--- config.mk ---
export PLATFORM = sky130hd
export DESIGN_NAME = hpc_host_flat
export DESIGN_NICKNAME = d
export VERILOG_FILES = /design/src/verilog/hpc_pkg.sv /design/src/verilog/hpc_link_if.sv /design/src/verilog/hpc_host.sv /design/src/flat_wrapper.sv
export VERILOG_INCLUDE_DIRS = /design/src /design/src/verilog
export SDC_FILE = /design/constraint.sdc
export NUM_CORES = 1
export LEC_CHECK = 0
export ABC_AREA = 1
export BUFFER_PORTS_ARGS = -buffer_cell sky130_fd_sc_hd__buf_2
export CAP_MARGIN = 10
export CORE_MARGIN = 4
export CORE_UTILIZATION = 25
export DETAILED_ROUTE_END_ITERATION = 8
export RECOVER_POWER = 100
export SLEW_MARGIN = 30
export SYNTH_ARGS = -nofsm -noshare
export SYNTH_HDL_FRONTEND = slang
export SYNTH_SLANG_ARGS = --single-unit
--- constraint.sdc ---
create_clock -name mclk -period 6.2 [get_ports mclk]
set_clock_uncertainty 0.2 [all_clocks]
set_input_delay 0.62 -clock mclk [delete_from_list [all_inputs] [get_ports mclk]]
set_output_delay 0.62 -clock mclk [all_outputs]
set_load 0.03 [all_outputs]
--- src/verilog/hpc_cfg.svh ---
`ifndef HPC_CFG_SVH
`define HPC_CFG_SVH

// ----------------------------------------------------------------------------
// Register offsets, byte addresses on the Wishbone bus.
// ----------------------------------------------------------------------------
`define HPC_OFS_A_OUT 8'h00
`define HPC_OFS_B_OUT 8'h04
`define HPC_OFS_CTRL 8'h08
`define HPC_OFS_A_IN 8'h0c
`define HPC_OFS_B_IN 8'h10
`define HPC_OFS_STAT 8'h14

// ----------------------------------------------------------------------------
// Output word fields.
// ----------------------------------------------------------------------------
`define HPC_OW_FUNC 0
`define HPC_OW_CONN 1
`define HPC_OW_DSIG 2
`define HPC_OW_PAR 3
`define HPC_OW_DLO 4

// ----------------------------------------------------------------------------
// Input word fields.
// ----------------------------------------------------------------------------
`define HPC_IW_EOR 0
`define HPC_IW_REJ 1
`define HPC_IW_REPLY 2
`define HPC_IW_PAR 3
`define HPC_IW_DLO 4

// ----------------------------------------------------------------------------
// Shared control word fields, interface A at the base, B one above.
// ----------------------------------------------------------------------------
`define HPC_CW_SEL 0
`define HPC_CW_NBCD 2
`define HPC_CW_TEST 4
`define HPC_CW_WMARK 6
`define HPC_CW_NOASM 8
`define HPC_CW_MCLR 10
`define HPC_CW_WRITE 12
`define HPC_CW_READ 14

// ----------------------------------------------------------------------------
// Shared status word fields, interface A at the base, B one above.
// ----------------------------------------------------------------------------
`define HPC_SW_RESP 0
`define HPC_SW_PERR 2
`define HPC_SW_INT 4

// ----------------------------------------------------------------------------
// Reset values.
// ----------------------------------------------------------------------------
`define HPC_RST_WORD 16'h0000
`define HPC_RST_CODE 12'h000

`endif

--- src/verilog/hpc_pkg.sv ---
package hpc_pkg;

  typedef logic [11:0] hpc_byte_t;
  typedef logic [15:0] hpc_word_t;

  typedef enum logic [1:0] {
    HPC_IDLE,
    HPC_WAIT_DATA,
    HPC_ANSWERED
  } hpc_pstate_e;

endpackage

--- src/verilog/hpc_link_if.sv ---
`timescale 1ns/1ps

interface hpc_link_if;
  hpc_pkg::hpc_byte_t out_code;
  logic out_par;
  logic conn;
  logic func;
  logic dsig;
  logic wr;
  logic rd;
  logic wmark;
  logic nbcd;
  logic noasm;
  logic mclr;
  hpc_pkg::hpc_byte_t in_data;
  logic in_par;
  hpc_pkg::hpc_byte_t status;
  logic reply;
  logic reject;
  logic eor;
  logic par_err;
  logic intr;

  modport host (
    output out_code, out_par, conn, func, dsig, wr, rd, wmark, nbcd, noasm, mclr,
    input in_data, in_par, status, reply, reject, eor, par_err, intr
  );

  modport periph (
    input out_code, out_par, conn, func, dsig, wr, rd, wmark, nbcd, noasm, mclr,
    output in_data, in_par, status, reply, reject, eor, par_err, intr
  );
endinterface

--- src/verilog/hpc_host.sv ---
// Overview of operation
// - Input word shows status when selected, else data.
// - Response flag on reply, reject or end-of-record.
// - Output parity error sticky until master clear.
// - Interrupt flag follows any controller interrupt.
// - Connect first; unconnected controller ignores commands.
// - Connect: code, odd parity, connect bit, await reply.
// - No connect reply means no controller.
// - Connect held shows controller status word.
// - Function: code, parity, function bit, await response.
// - No function response means code not accepted.
// - Write: hold write, handshake each byte.
// - Reply drops after data signal clears.
// - Read: data signal, await response, check end.
// - Input parity passed unchecked to software.
// - Connected controller always offers status word.
// - Issue functions and check status before data.
// - Last input byte flags end-of-record instead.
// - Master clear disconnects and clears function setup; here func_code keeps its last value.
// - Interface B mirrors interface A independently.
//
// Chosen here: the Wishbone slave port and the register addresses.
`timescale 1ns/1ps
`include "hpc_cfg.svh"

// ----------------------------------------------------------------------------
// One channel of the host port.
// ----------------------------------------------------------------------------
module hpc_host_chan (
  // Clock and reset
  input wire logic mclk,
  input wire logic rst,
  // Software words
  input wire hpc_pkg::hpc_word_t out_word,
  input wire logic sel_status,
  input wire logic nbcd,
  input wire logic test,
  input wire logic wmark,
  input wire logic noasm,
  input wire logic mclr,
  input wire logic wr,
  input wire logic rd,
  output hpc_pkg::hpc_word_t in_word,
  output logic resp,
  output logic perr,
  output logic intr,
  // Link
  hpc_link_if.host link
);

  logic test_reply;

  // --------------------------------------------------------------------------
  // Link outputs, registered copies of the software words, with connect, function and data signal forced low in test mode.
  // --------------------------------------------------------------------------
  always_ff @(posedge mclk or posedge rst) begin
    if (rst) begin
      link.out_code <= `HPC_RST_CODE;
      link.out_par <= 1'b0;
      link.conn <= 1'b0;
      link.func <= 1'b0;
      link.dsig <= 1'b0;
      link.wr <= 1'b0;
      link.rd <= 1'b0;
      link.wmark <= 1'b0;
      link.nbcd <= 1'b0;
      link.noasm <= 1'b0;
      link.mclr <= 1'b0;
    end else begin
      link.out_code <= out_word[15:`HPC_OW_DLO];
      link.out_par <= out_word[`HPC_OW_PAR];
      link.conn <= out_word[`HPC_OW_CONN] & ~test;
      link.func <= out_word[`HPC_OW_FUNC] & ~test;
      link.dsig <= out_word[`HPC_OW_DSIG] & ~test;
      link.wr <= wr;
      link.rd <= rd;
      link.wmark <= wmark;
      link.nbcd <= nbcd;
      link.noasm <= noasm;
      link.mclr <= mclr;
    end
  end

  assign test_reply = |out_word[`HPC_OW_DSIG:`HPC_OW_FUNC];

  // --------------------------------------------------------------------------
  // Input word.
  // --------------------------------------------------------------------------
  always_ff @(posedge mclk or posedge rst) begin
    if (rst) begin
      in_word <= `HPC_RST_WORD;
    end else if (test) begin
      in_word <= {out_word[15:`HPC_OW_DLO], out_word[`HPC_OW_PAR], test_reply, 2'b00};
    end else if (sel_status || link.conn || link.func) begin
      in_word <= {link.status, 1'b0, link.reply, link.reject, link.eor};
    end else begin
      in_word <= {link.in_data, link.in_par, link.reply, link.reject, link.eor};
    end
  end

  // --------------------------------------------------------------------------
  // Shared status bits of this channel.
  // --------------------------------------------------------------------------
  always_ff @(posedge mclk or posedge rst) begin
    if (rst) begin
      resp <= 1'b0;
    end else begin
      resp <= test ? test_reply : (link.reply | link.reject | link.eor);
    end
  end

  always_ff @(posedge mclk or posedge rst) begin
    if (rst) begin
      perr <= 1'b0;
    end else if (link.par_err) begin
      perr <= 1'b1;
    end else if (mclr) begin
      perr <= 1'b0;
    end
  end

  always_ff @(posedge mclk or posedge rst) begin
    if (rst) begin
      intr <= 1'b0;
    end else begin
      intr <= link.intr;
    end
  end

endmodule // hpc_host_chan

// ----------------------------------------------------------------------------
// Host port with two channels and a Wishbone register slave.
// ----------------------------------------------------------------------------
module hpc_host (
  // Clock and reset
  input wire logic mclk,
  input wire logic rst,
  // Wishbone slave
  input wire logic wb_cyc_i,
  input wire logic wb_stb_i,
  input wire logic wb_we_i,
  input wire logic [7:0] wb_adr_i,
  input wire logic [3:0] wb_sel_i,
  input wire logic [31:0] wb_dat_i,
  output logic [31:0] wb_dat_o,
  output logic wb_ack_o,
  // Links
  hpc_link_if.host link_a,
  hpc_link_if.host link_b
);

  hpc_pkg::hpc_word_t iface_a_output_word;
  hpc_pkg::hpc_word_t iface_b_output_word;
  hpc_pkg::hpc_word_t shared_control_word;
  hpc_pkg::hpc_word_t iface_a_input_word;
  hpc_pkg::hpc_word_t iface_b_input_word;
  hpc_pkg::hpc_word_t channel_response_status;
  logic [1:0] resp;
  logic [1:0] perr;
  logic [1:0] intr;
  logic wr_cycle;
  logic [15:0] wmask;
  logic [15:0] next_out_a;
  logic [15:0] next_out_b;
  logic [15:0] next_ctrl;
  logic [31:0] next_rdata;

  assign wr_cycle = wb_cyc_i & wb_stb_i & wb_we_i & ~wb_ack_o;
  assign wmask = {{8{wb_sel_i[1]}}, {8{wb_sel_i[0]}}};
  assign next_out_a = (iface_a_output_word & ~wmask) | (wb_dat_i[15:0] & wmask);
  assign next_out_b = (iface_b_output_word & ~wmask) | (wb_dat_i[15:0] & wmask);
  assign next_ctrl = (shared_control_word & ~wmask) | (wb_dat_i[15:0] & wmask);
  assign channel_response_status = {10'h000, intr, perr, resp};

  // --------------------------------------------------------------------------
  // Writable registers.
  // --------------------------------------------------------------------------
  always_ff @(posedge mclk or posedge rst) begin
    if (rst) begin
      iface_a_output_word <= `HPC_RST_WORD;
      iface_b_output_word <= `HPC_RST_WORD;
      shared_control_word <= `HPC_RST_WORD;
    end else if (wr_cycle) begin
      if (wb_adr_i == `HPC_OFS_A_OUT) begin
        iface_a_output_word <= next_out_a;
      end
      if (wb_adr_i == `HPC_OFS_B_OUT) begin
        iface_b_output_word <= next_out_b;
      end
      if (wb_adr_i == `HPC_OFS_CTRL) begin
        shared_control_word <= next_ctrl;
      end
    end
  end

  // --------------------------------------------------------------------------
  // Read data and acknowledge.
  // --------------------------------------------------------------------------
  always_comb begin
    next_rdata = 32'h0000_0000;
    unique case (wb_adr_i)
      `HPC_OFS_A_OUT: next_rdata = {16'h0000, iface_a_output_word};
      `HPC_OFS_B_OUT: next_rdata = {16'h0000, iface_b_output_word};
      `HPC_OFS_CTRL: next_rdata = {16'h0000, shared_control_word};
      `HPC_OFS_A_IN: next_rdata = {16'h0000, iface_a_input_word};
      `HPC_OFS_B_IN: next_rdata = {16'h0000, iface_b_input_word};
      `HPC_OFS_STAT: next_rdata = {16'h0000, channel_response_status};
      default: next_rdata = 32'h0000_0000;
    endcase
  end

  always_ff @(posedge mclk or posedge rst) begin
    if (rst) begin
      wb_ack_o <= 1'b0;
      wb_dat_o <= 32'h0000_0000;
    end else begin
      wb_ack_o <= wb_cyc_i & wb_stb_i & ~wb_ack_o;
      wb_dat_o <= next_rdata;
    end
  end

  // --------------------------------------------------------------------------
  // Channels A and B.
  // --------------------------------------------------------------------------
  hpc_host_chan u_chan_a (
    .mclk(mclk),
    .rst(rst),
    .out_word(iface_a_output_word),
    .sel_status(shared_control_word[`HPC_CW_SEL]),
    .nbcd(shared_control_word[`HPC_CW_NBCD]),
    .test(shared_control_word[`HPC_CW_TEST]),
    .wmark(shared_control_word[`HPC_CW_WMARK]),
    .noasm(shared_control_word[`HPC_CW_NOASM]),
    .mclr(shared_control_word[`HPC_CW_MCLR]),
    .wr(shared_control_word[`HPC_CW_WRITE]),
    .rd(shared_control_word[`HPC_CW_READ]),
    .in_word(iface_a_input_word),
    .resp(resp[0]),
    .perr(perr[0]),
    .intr(intr[0]),
    .link(link_a)
  );

  hpc_host_chan u_chan_b (
    .mclk(mclk),
    .rst(rst),
    .out_word(iface_b_output_word),
    .sel_status(shared_control_word[`HPC_CW_SEL + 1]),
    .nbcd(shared_control_word[`HPC_CW_NBCD + 1]),
    .test(shared_control_word[`HPC_CW_TEST + 1]),
    .wmark(shared_control_word[`HPC_CW_WMARK + 1]),
    .noasm(shared_control_word[`HPC_CW_NOASM + 1]),
    .mclr(shared_control_word[`HPC_CW_MCLR + 1]),
    .wr(shared_control_word[`HPC_CW_WRITE + 1]),
    .rd(shared_control_word[`HPC_CW_READ + 1]),
    .in_word(iface_b_input_word),
    .resp(resp[1]),
    .perr(perr[1]),
    .intr(intr[1]),
    .link(link_b)
  );

endmodule // hpc_host

--- src/flat_wrapper.sv ---
// flat-port wrapper written by rule: the top's interface ports become plain ports
module hpc_host_flat 
  (mclk, rst, wb_cyc_i, wb_stb_i, wb_we_i, wb_adr_i, wb_sel_i, wb_dat_i, wb_dat_o, wb_ack_o, link_a_out_code, link_a_out_par, link_a_conn, link_a_func, link_a_dsig, link_a_wr, link_a_rd, link_a_wmark, link_a_nbcd, link_a_noasm, link_a_mclr, link_a_in_data, link_a_in_par, link_a_status, link_a_reply, link_a_reject, link_a_eor, link_a_par_err, link_a_intr, link_b_out_code, link_b_out_par, link_b_conn, link_b_func, link_b_dsig, link_b_wr, link_b_rd, link_b_wmark, link_b_nbcd, link_b_noasm, link_b_mclr, link_b_in_data, link_b_in_par, link_b_status, link_b_reply, link_b_reject, link_b_eor, link_b_par_err, link_b_intr);
  hpc_link_if link_a_i ();
  hpc_link_if link_b_i ();
  input wire logic mclk;
  input wire logic rst;
  input wire logic wb_cyc_i;
  input wire logic wb_stb_i;
  input wire logic wb_we_i;
  input wire logic [7:0] wb_adr_i;
  input wire logic [3:0] wb_sel_i;
  input wire logic [31:0] wb_dat_i;
  output logic [31:0] wb_dat_o;
  output logic wb_ack_o;
  output wire logic [$bits(link_a_i.out_code)-1:0] link_a_out_code;
  output wire logic [$bits(link_a_i.out_par)-1:0] link_a_out_par;
  output wire logic [$bits(link_a_i.conn)-1:0] link_a_conn;
  output wire logic [$bits(link_a_i.func)-1:0] link_a_func;
  output wire logic [$bits(link_a_i.dsig)-1:0] link_a_dsig;
  output wire logic [$bits(link_a_i.wr)-1:0] link_a_wr;
  output wire logic [$bits(link_a_i.rd)-1:0] link_a_rd;
  output wire logic [$bits(link_a_i.wmark)-1:0] link_a_wmark;
  output wire logic [$bits(link_a_i.nbcd)-1:0] link_a_nbcd;
  output wire logic [$bits(link_a_i.noasm)-1:0] link_a_noasm;
  output wire logic [$bits(link_a_i.mclr)-1:0] link_a_mclr;
  input wire logic [$bits(link_a_i.in_data)-1:0] link_a_in_data;
  input wire logic [$bits(link_a_i.in_par)-1:0] link_a_in_par;
  input wire logic [$bits(link_a_i.status)-1:0] link_a_status;
  input wire logic [$bits(link_a_i.reply)-1:0] link_a_reply;
  input wire logic [$bits(link_a_i.reject)-1:0] link_a_reject;
  input wire logic [$bits(link_a_i.eor)-1:0] link_a_eor;
  input wire logic [$bits(link_a_i.par_err)-1:0] link_a_par_err;
  input wire logic [$bits(link_a_i.intr)-1:0] link_a_intr;
  output wire logic [$bits(link_b_i.out_code)-1:0] link_b_out_code;
  output wire logic [$bits(link_b_i.out_par)-1:0] link_b_out_par;
  output wire logic [$bits(link_b_i.conn)-1:0] link_b_conn;
  output wire logic [$bits(link_b_i.func)-1:0] link_b_func;
  output wire logic [$bits(link_b_i.dsig)-1:0] link_b_dsig;
  output wire logic [$bits(link_b_i.wr)-1:0] link_b_wr;
  output wire logic [$bits(link_b_i.rd)-1:0] link_b_rd;
  output wire logic [$bits(link_b_i.wmark)-1:0] link_b_wmark;
  output wire logic [$bits(link_b_i.nbcd)-1:0] link_b_nbcd;
  output wire logic [$bits(link_b_i.noasm)-1:0] link_b_noasm;
  output wire logic [$bits(link_b_i.mclr)-1:0] link_b_mclr;
  input wire logic [$bits(link_b_i.in_data)-1:0] link_b_in_data;
  input wire logic [$bits(link_b_i.in_par)-1:0] link_b_in_par;
  input wire logic [$bits(link_b_i.status)-1:0] link_b_status;
  input wire logic [$bits(link_b_i.reply)-1:0] link_b_reply;
  input wire logic [$bits(link_b_i.reject)-1:0] link_b_reject;
  input wire logic [$bits(link_b_i.eor)-1:0] link_b_eor;
  input wire logic [$bits(link_b_i.par_err)-1:0] link_b_par_err;
  input wire logic [$bits(link_b_i.intr)-1:0] link_b_intr;
  assign link_a_out_code = link_a_i.out_code;
  assign link_a_out_par = link_a_i.out_par;
  assign link_a_conn = link_a_i.conn;
  assign link_a_func = link_a_i.func;
  assign link_a_dsig = link_a_i.dsig;
  assign link_a_wr = link_a_i.wr;
  assign link_a_rd = link_a_i.rd;
  assign link_a_wmark = link_a_i.wmark;
  assign link_a_nbcd = link_a_i.nbcd;
  assign link_a_noasm = link_a_i.noasm;
  assign link_a_mclr = link_a_i.mclr;
  assign link_a_i.in_data = link_a_in_data;
  assign link_a_i.in_par = link_a_in_par;
  assign link_a_i.status = link_a_status;
  assign link_a_i.reply = link_a_reply;
  assign link_a_i.reject = link_a_reject;
  assign link_a_i.eor = link_a_eor;
  assign link_a_i.par_err = link_a_par_err;
  assign link_a_i.intr = link_a_intr;
  assign link_b_out_code = link_b_i.out_code;
  assign link_b_out_par = link_b_i.out_par;
  assign link_b_conn = link_b_i.conn;
  assign link_b_func = link_b_i.func;
  assign link_b_dsig = link_b_i.dsig;
  assign link_b_wr = link_b_i.wr;
  assign link_b_rd = link_b_i.rd;
  assign link_b_wmark = link_b_i.wmark;
  assign link_b_nbcd = link_b_i.nbcd;
  assign link_b_noasm = link_b_i.noasm;
  assign link_b_mclr = link_b_i.mclr;
  assign link_b_i.in_data = link_b_in_data;
  assign link_b_i.in_par = link_b_in_par;
  assign link_b_i.status = link_b_status;
  assign link_b_i.reply = link_b_reply;
  assign link_b_i.reject = link_b_reject;
  assign link_b_i.eor = link_b_eor;
  assign link_b_i.par_err = link_b_par_err;
  assign link_b_i.intr = link_b_intr;
  hpc_host u_core (.mclk(mclk), .rst(rst), .wb_cyc_i(wb_cyc_i), .wb_stb_i(wb_stb_i), .wb_we_i(wb_we_i), .wb_adr_i(wb_adr_i), .wb_sel_i(wb_sel_i), .wb_dat_i(wb_dat_i), .wb_dat_o(wb_dat_o), .wb_ack_o(wb_ack_o), .link_a(link_a_i), .link_b(link_b_i));
endmodule
==> out/qor_table.md, run 1 <==
| Result | This run |
| --- | --- |
| Number of nets in the final layout | 961 |
| Router iterations before antenna repair | 5 |
| Violation count after the first detailed-route iteration | 338 |
| Warnings, synthesis | 0 |
| Per-instance average area after synthesis | 8.713 µm² |
| Unrepaired setup endpoints after global routing | no |
| TritonCTS buffer count | 17 |
| Tightest slew margin relative to the limit | -1.165 |
| Clk_lat worst skew | 0.41 ns |
| Leftover overflow at the end of global routing | 0 |
| Via density | 4.250 |
| First-pass GRT wire length | 28080 µm |
| # resized after CTS | 0 |
| Vias in the first global route | 4891 |
| Largest area contributor in the netlist | dfrtp_1 |
| Synth unique cells | 19 |
| Part of the power in combinational logic | 0.057 |
| Part of the cycle the worst path needs | 0.6018 |
| Final max-slew violation count | 127 |
| Status | complete, but fails checks |
| DR DRC count | 0 |
| Fillers | 2560 |
| Path class of the lowest-slack min-delay path | in -> reg |
| Maximum level of the CTS H-tree | 4 |
| Routability congestion estimate from global placement | 0.8102 |
| Post-CTS Setup Bufs | 0 |
| Maximum frequency from static timing analysis | 268.0 MHz |
| Number of cells produced by synthesis | 709 |
| Placed cell count | 1157 |
| Final worst path period need | 3.731 ns |
| Worst Max-Slew Pin Slew | 3.229 ns |
| Worst path arrival time | 3.82 ns |
| Internal portion of total power | 1.614 mW |
| Average routed wire per standard cell | 15.55 µm |
| Hold_buf cts | 0 |
| Summed negative setup slack over all endpoints | 0 ns |
| CTS tree | done |
| Count of placed standard cells in the final layout, fillers left out | 1192 |
| Most used cells in the layout excluding fill and tap cells | nand2_1 (230), dfrtp_1 (147), nor2_1 (87), buf_2 (87), clkbuf_1 (67) |
| Total wire length after detailed routing | 18540 µm |
| Clock transition at the register clock pins on the worst setup and hold paths after CTS | 0.06 ns |
| Share of total power in sequential cells | 0.468 |
| Floorplan die area | 27290 µm² |
| Layout cells sized above 1 | 0.1491 |
| Number of input and output port buffers inserted | 151 |
| Total leakage power | 4.081 nW |
| Post-synthesis instance area | 6177 µm² |
| Maximum fanout along the worst path | 54 |
| Commonest non-fill, non-tap cell in the layout | nand2_1 |
| Area growth from synthesis to final layout | 24.29% |
| Worst supply voltage drop on vdd | 172.9 µV |
| Setup crit start kind | register |
| Failing checks | max-capacitance violations, max-slew violations |
| Clock net sink count | 147 |
| Crit path capture type | register |
| FP Rows | 57 |
| Finish-stage setup viols | 0 |
| Bufs on Longest Clock Path | 2 |
| Max-capacitance violation count | 2 |
| Placeable core region | 24320 µm² |
| I/O pin count | 186 |
| Effective utilization at floorplan | 0.2540 |
| Detail Route Antenna Nets | 0 |
| Net switching power figure | 490.1 µW |
| Yosys top cell area share | 0.5955 |
| Tot GR Track Use | 0.1369 |
| Kind of critical path | reg -> reg |
| Switching share of power | 0.2329 |
| Die width | 165.2 µm |
| Number of antenna violations at the first check in global routing | 5 |
| Total power draw | 2.104 mW |
| WP data required | 6.29 ns |
| Part of the Yosys area used for sequential elements | 0.5955 |
| Synth Register Bits | 147 |
| Die height | 165.2 µm |
| Maximum number of pins on one net before global-route repair | 78 |
| Number of endpoints with negative hold slack in the final report | 0 |
| Area used by multi-input combinational logic | 2086 µm² |
| Top cells by area in the synthesized netlist | dfrtp_1 (60%), nand2_1 (14%), nor2_1 (5.3%) |
| Half-perimeter wire length of the detailed placement result | 13560 µm |
| Sequential standard cell area | 3679 µm² |
| Power per cell area | 274.1 nW/µm² |
| Cell chosen for the clock root | clkbuf_16 |
| Part of the power in the clock network | 0.475 |
| Via count of the routed design | 5066 |
-- logic make-up (layout without fill, tap and decap cells) --
| kind of cell | count (synthesis) | after routing | share of synthesized area |
|---|---|---|---|
| AOI/OAI and AO/OA | 32 | 32 | 0.03241 |
| buffers and inverters | 101 | 242 | 0.07636 |
| and+or+nand+nor | 428 | 428 | 0.2951 |
| DFF | 147 | 147 | 0.5955 |
| other | 1 | 19 | 0.0006071 |
-- power by group through the flow --
stage / Sequential (mW) / Clock, mW / Combinational [mW]
after floorplan: 1.00 / 0 / 0.0709
after global placement: 1.00 / 0 / 0.122
after detailed placement: 1.00 / 0 / 0.122
after CTS: 0.985 / 1.03 / 0.123
after global routing: 0.986 / 1.07 / 0.135
final: 0.985 / 1.00 / 0.119
-- metal layers --
metal | vias to the layer above | part of all wire | GRT usage
met4 | 6 | 0.018 | 0.05180
met1 | 2323 | 0.48 | 0.1967
li1 | 2534 | - | -
met2 | 177 | 0.43 | 0.1993
met5 | - | 0.0018 | 0
met3 | 26 | 0.063 | 0.03251
-- stage by stage --
step / setup slack, ns / hold WS [ns] / instance area, µm² / util
floorplan: 1.429 / 0.1741 / 6233 / -
global placement: 3.384 / 0.1868 / 7172 / 0.2949
detailed placement: 3.372 / 0.1844 / 7178 / 0.2952
CTS: 3.800 / 0.1188 / 7757 / 0.3190
global route: 2.108 / 0.1300 / 7675 / 0.3156
finish: 2.469 / 0.1506 / 7677 / 0.3157
-- synth_stat cells, drive strengths merged --
cell type and instances:
nand2 230, dfrtp 147, nor2 92, nand3 55
inv 50, nand4 48, buf 31, a31oi 24
clkbuf 17, o21ai 4, clkinv 3, nor3 2
o21bai 2, o31ai 2, conb 1, nor3b 1
-- area by class of cell --
type,instances,area share
tap,324,0.05280
clock buffer,20,0.05818
sequential,147,0.4791
multi-input combinational,476,0.2717
inverter,53,0.02608
clock inverter,12,0.01728
antenna,3,0.0009778
timing repair buffer,157,0.09387
-- critical path: stages, from the launching register on --
cell      delay (ns)
dfrtp_1         0.42
nor3b_4         0.20
clkbuf_1        1.73
nand3_1         0.77
nand2_1         0.20
nand2_1         0.07
-- worst paths after layout --
| path | depth (start not counted) | from | to | slack [ns] |
|---|---|---|---|---|
| hold / removal | 1 | link_a_intr | u_core.u_chan_a.intr | 0.15 |
| hold reg to reg | 0 | register | u_core.u_chan_a.link.noasm | 0.20 |
| min in group asynchronous | 2 | rst | u_core.wb_dat_o[14] | 0.95 |
| setup / recovery | 5 | u_core.wb_ack_o | register | 2.47 |
| setup reg to reg | 5 | u_core.wb_ack_o | register | 2.47 |
| max in group asynchronous | 3 | rst | asynchronous set/reset pin | 3.16 |
Power figures use the tool's default switching activity.
==> inputs of run 2 (changes only) <==
--- a/config.mk
+++ b/config.mk
@@ -6,7 +6,7 @@
 export SDC_FILE = /design/constraint.sdc
 export NUM_CORES = 1
 export LEC_CHECK = 0
-export ABC_AREA = 1
+export ABC_AREA = 0
 export BUFFER_PORTS_ARGS = -buffer_cell sky130_fd_sc_hd__buf_2
 export CAP_MARGIN = 10
 export CORE_MARGIN = 4
==> constraint.sdc (replaced) <==
create_clock -name mclk -period 3.4 [get_ports mclk]
set_clock_uncertainty 0.2 [all_clocks]
set_input_delay 0.34 -clock mclk [delete_from_list [all_inputs] [get_ports mclk]]
set_output_delay 0.34 -clock mclk [all_outputs]
set_load 0.03 [all_outputs]
==> run 2 against run 1 <==
Compared with the run above:
- the flow now finishes without violations
- hold slack got worse by 0.14 ns
- register-to-register slack got worse by 1.5 ns
- clock power rose by 110%
- sequential share of layout area fell by 1.2 points
- non-clock buffer count rose by 43
- setup slack got worse by 1.8 ns
==> out/qor_table.md, run 2 <==
| Result | This run | Change |
| --- | --- | --- |
| Asr flop ratio synth | 1.000 | unchanged |
| Most instantiated cells after synthesis | dfrtp_1 (147), mux2_2 (53), mux2i_1 (43) | was nand2_1 (230), dfrtp_1 (147), nor2_1 (88) |
| Internal portion of total power | 3.195 mW | was 1.614 mW |
| Crit path capture type | register | unchanged |
| Setup slack of the worst register-to-register path | 0.93 ns | was 2.47 ns |
| Sequential standard cell area | 3679 µm² | unchanged |
| Setup crit start kind | input port | was register |
| Commonest non-fill, non-tap cell in the layout | dfrtp_1 | was nand2_1 |
| Final max-slew violation count | 0 | was 127 |
| Post-layout instance area | 7881 µm² | was 7677 µm² |
| Net switching power figure | 928.2 µW | was 490.1 µW |
| Area used by multi-input combinational logic | 2032 µm² | was 2086 µm² |
| Buffers & Inverters on Critical Path | 1 | unchanged |
| Die height | 161.7 µm | was 165.2 µm |
| Per-instance average area after synthesis | 13.84 µm² | was 8.713 µm² |
| Tightest slew margin relative to the limit | 0.02118 | was -1.165 |
| Logic depth of the worst register-to-register path | 4 | was 5 |
| Slowest stage delay, CP | 0.96 ns | was 1.73 ns |
| DR DRC count | 0 | unchanged |
| Top cells by area in the synthesized netlist | dfrtp_1 (62%), mux2_2 (10%), mux2i_1 (7.3%) | was dfrtp_1 (60%), nand2_1 (14%), nor2_1 (5.3%) |
| Met2 track utilization from global routing | 0.2264 | was 0.1993 |
| Share of total power in sequential cells | 0.435 | was 0.468 |
| Finish-stage setup viols | 0 | unchanged |
| Number of endpoints with negative hold slack in the final report | 0 | unchanged |
| Synth unique cells | 34 | was 19 |
| Worst Max-Slew Pin Slew | 1.468 ns | was 3.229 ns |
| Router iterations before antenna repair | 4 | was 5 |
| Reg2Reg Capture Point | u_core.u_chan_a.in_word[9] |  |
| Vias in the first global route | 4362 | was 4891 |
| Worst supply voltage drop on vdd | 258.0 µV | was 172.9 µV |
| Average routed wire per standard cell | 18.39 µm | was 15.55 µm |
| Die width | 161.7 µm | was 165.2 µm |
| CTS tree | done | unchanged |
| Number of nets in the final layout | 736 | was 961 |
| # resized after CTS | 0 | unchanged |
| Number of input and output port buffers inserted | 151 | unchanged |
| Yosys top cell area share | 0.6225 | was 0.5955 |
| Source of the critical timing path | wb_adr_i[2] | was u_core.wb_ack_o |
| I/O pin count | 186 | unchanged |
| Power per cell area | 523.2 nW/µm² | was 274.1 nW/µm² |
| Part of the Yosys area used for sequential elements | 0.6225 | was 0.5955 |
| Setup slack after layout | 0.7062 ns | was 2.469 ns |
| Worst setup timing slack at the placement stage | 0.9309 ns | was 3.372 ns |
| Worst Hold End | u_core.u_chan_a.in_word[11] | was u_core.u_chan_a.intr |
| First-pass GRT wire length | 26340 µm | was 28080 µm |
| Total leakage power | 3.873 nW | was 4.081 nW |
| Clock net sink count | 147 | unchanged |
| Part of the cycle the worst path needs | 0.7923 |  |
| Number of antenna violations at the first check in global routing | 0 | was 5 |
| Clock transition at the register clock pins on the worst setup and hold paths after CTS | 0.06 ns | about the same |
| Total number of cells along the worst setup path | 4 | was 5 |
| Part of the power in the clock network | 0.499 | was 0.475 |
| Ordered list of cells on the worst path | clkbuf_1 -> nor4b_1 -> nand4_2 -> mux2_2 | was nor3b_4 -> clkbuf_1 -> nand3_1 -> nand2_1 -> nand2_1 |
| Via count of the routed design | 4175 | was 5066 |
| Count of placed standard cells in the final layout, fillers left out | 955 | was 1192 |
| Most instantiated flip-flop cell in the synthesis netlist | dfrtp_1 | unchanged |
| Largest area contributor in the netlist | dfrtp_1 | unchanged |
| Tot GR Track Use | 0.1354 | was 0.1369 |
| Max-capacitance violation count | 0 | was 2 |
| Post-synthesis instance area | 5909 µm² | was 6177 µm² |
| Hold WS | 0.01394 ns | was 0.1506 ns |
| Leftover overflow at the end of global routing | 0 | unchanged |
| Number of cells traversed by the worst hold path | 3 | was 1 |
| Hold Startpoint | link_a_status[7] | was link_a_intr |
| Layout cells sized above 1 | 0.3031 | was 0.1491 |
| Warnings, synthesis | 0 | unchanged |
| Detail Route Antenna Nets | 0 | unchanged |
| Total wire length after detailed routing | 17560 µm | was 18540 µm |
| Area growth from synthesis to final layout | 33.37% | was 24.29% |
| Maximum number of pins on one net before global-route repair | 81 | was 78 |
| Clk_lat worst skew | 0.43 ns | was 0.41 ns |
| Status | complete, no violations | was complete, but fails checks |
| Critical-path cell with the highest stage delay | nor4b_1 | was clkbuf_1 |
| Final cell utilization of the core | 0.3439 | was 0.3157 |
| Unrepaired setup endpoints after global routing | no | unchanged |
| Worst path arrival time | 2.80 ns | was 3.82 ns |
| Most crowded layer after global routing | met2 | unchanged |
| FP Rows | 55 | was 57 |
| Number of enable flip-flop cells after synthesis | 0 | unchanged |
| TritonCTS buffer count | 17 | unchanged |
| Number of cells produced by synthesis | 427 | was 709 |
| Routability congestion estimate from global placement | 0.7601 | was 0.8102 |
| Final worst path period need | 2.694 ns |  |
| Total power draw | 4.123 mW | was 2.104 mW |
| Maximum frequency from static timing analysis | 371.2 MHz |  |
| Floorplan die area | 26160 µm² | was 27290 µm² |
| Bufs on Longest Clock Path | 2 | unchanged |
| Kind of critical path | in -> reg | was reg -> reg |
| Kind of cell with the highest combined delay on the critical path | simple AND/OR/NAND/NOR gates | was buffers and inverters |
| Synth Register Bits | 147 | unchanged |
| Part of the power in combinational logic | 0.066 | was 0.057 |
| Maximum level of the CTS H-tree | 4 | unchanged |
| Maximum fanout along the worst path | 8 | was 54 |
| Half-perimeter wire length of the detailed placement result | 12370 µm | was 13560 µm |
| Switching share of power | 0.2251 | was 0.2329 |
| Effective utilization at floorplan | 0.2579 | was 0.2540 |
| Placed cell areas | 7079 µm² | was 7178 µm² |
| Global Route met3 Usage | 0.03527 | was 0.03251 |
| Most used cells in the layout excluding fill and tap cells | dfrtp_1 (147), buf_2 (86), clkbuf_1 (73), mux2_2 (53), mux2i_1 (43) | was nand2_1 (230), dfrtp_1 (147), nor2_1 (87), buf_2 (87), clkbuf_1 (67) |
| WP data required | 3.51 ns | was 6.29 ns |
| Path class of the lowest-slack min-delay path | in -> reg | unchanged |
| Cell chosen for the clock root | clkbuf_16 | unchanged |
| Placeable core region | 22920 µm² | was 24320 µm² |
| Global routing met1 resource utilization | 0.1716 | was 0.1967 |
| Via density | 4.372 | was 4.250 |
| Placed cell count | 889 | was 1157 |
| Fillers | 2325 | was 2560 |
| Summed negative setup slack over all endpoints | 0 ns | unchanged |
| Violation count after the first detailed-route iteration | 166 | was 338 |
| Most repeated cell in the gate-level netlist after synthesis | dfrtp_1 | was nand2_1 |
[run 2: repair_timing]
action	4_1_cts	5_1_grt
hold buffers	32	0
endpoints found under the hold margin	165	0
buffers inserted	0	0
[run 2: area by class of cell]
cell class	instances	area share
Multi-Input combinational cell	254	0.2578
Tap cell	313	0.04969
Sequential cell	147	0.4667
Antenna cell	2	0.0006350
Inverter	7	0.003493
Timing Repair Buffer	200	0.1405
Clock inverter	13	0.02619
Clock buffer	19	0.05493
[run 2: how the worst max path moves through the flow]
stage | endpoint | slack, ns
finish | register | 0.71
global route | register | 0.55
CTS | register | 1.17
detailed placement | register | 0.93
global placement | u_core.wb_dat_o[15] | 0.96
floorplan | asynchronous set/reset pin | 1.01
[run 2: logic make-up (layout without fill, tap and decap cells)]
kind of cell    count (synthesis)  after routing  synth area share
compound gates                 56             56           0.05907
buf+inv                        41            239           0.03875
flops                         147            147            0.6225
mux                           100            100            0.1891
other cells                     1             18         0.0006346
simple gates                   82             82           0.08998
[run 2: routing by layer]
layer | vias up | wire [µm]
li1 | 1906 | -
met1 | 2104 | 7770
met2 | 143 | 8586
met3 | 22 | 936
met4 | 0 | 270
met5 | - | 0
[run 2: worst reg2reg max path, stage by stage, from the launching register on]
cell,delay (ns)
dfrtp_1,0.42
nor3_4,0.54
clkbuf_1,0.73
mux2i_1,0.35
o21ai_0,0.10
[run 2: power by group through the flow]
stage          combinational (mW)  sequential (mW)  clock, mW
2_1_floorplan               0.142             1.83          0
4_1_cts                     0.286             1.79       2.09
3_5_place_dp                0.256             1.82          0
3_3_place_gp                0.253             1.82          0
5_1_grt                     0.303             1.79       2.17
6_report                    0.272             1.79       2.06
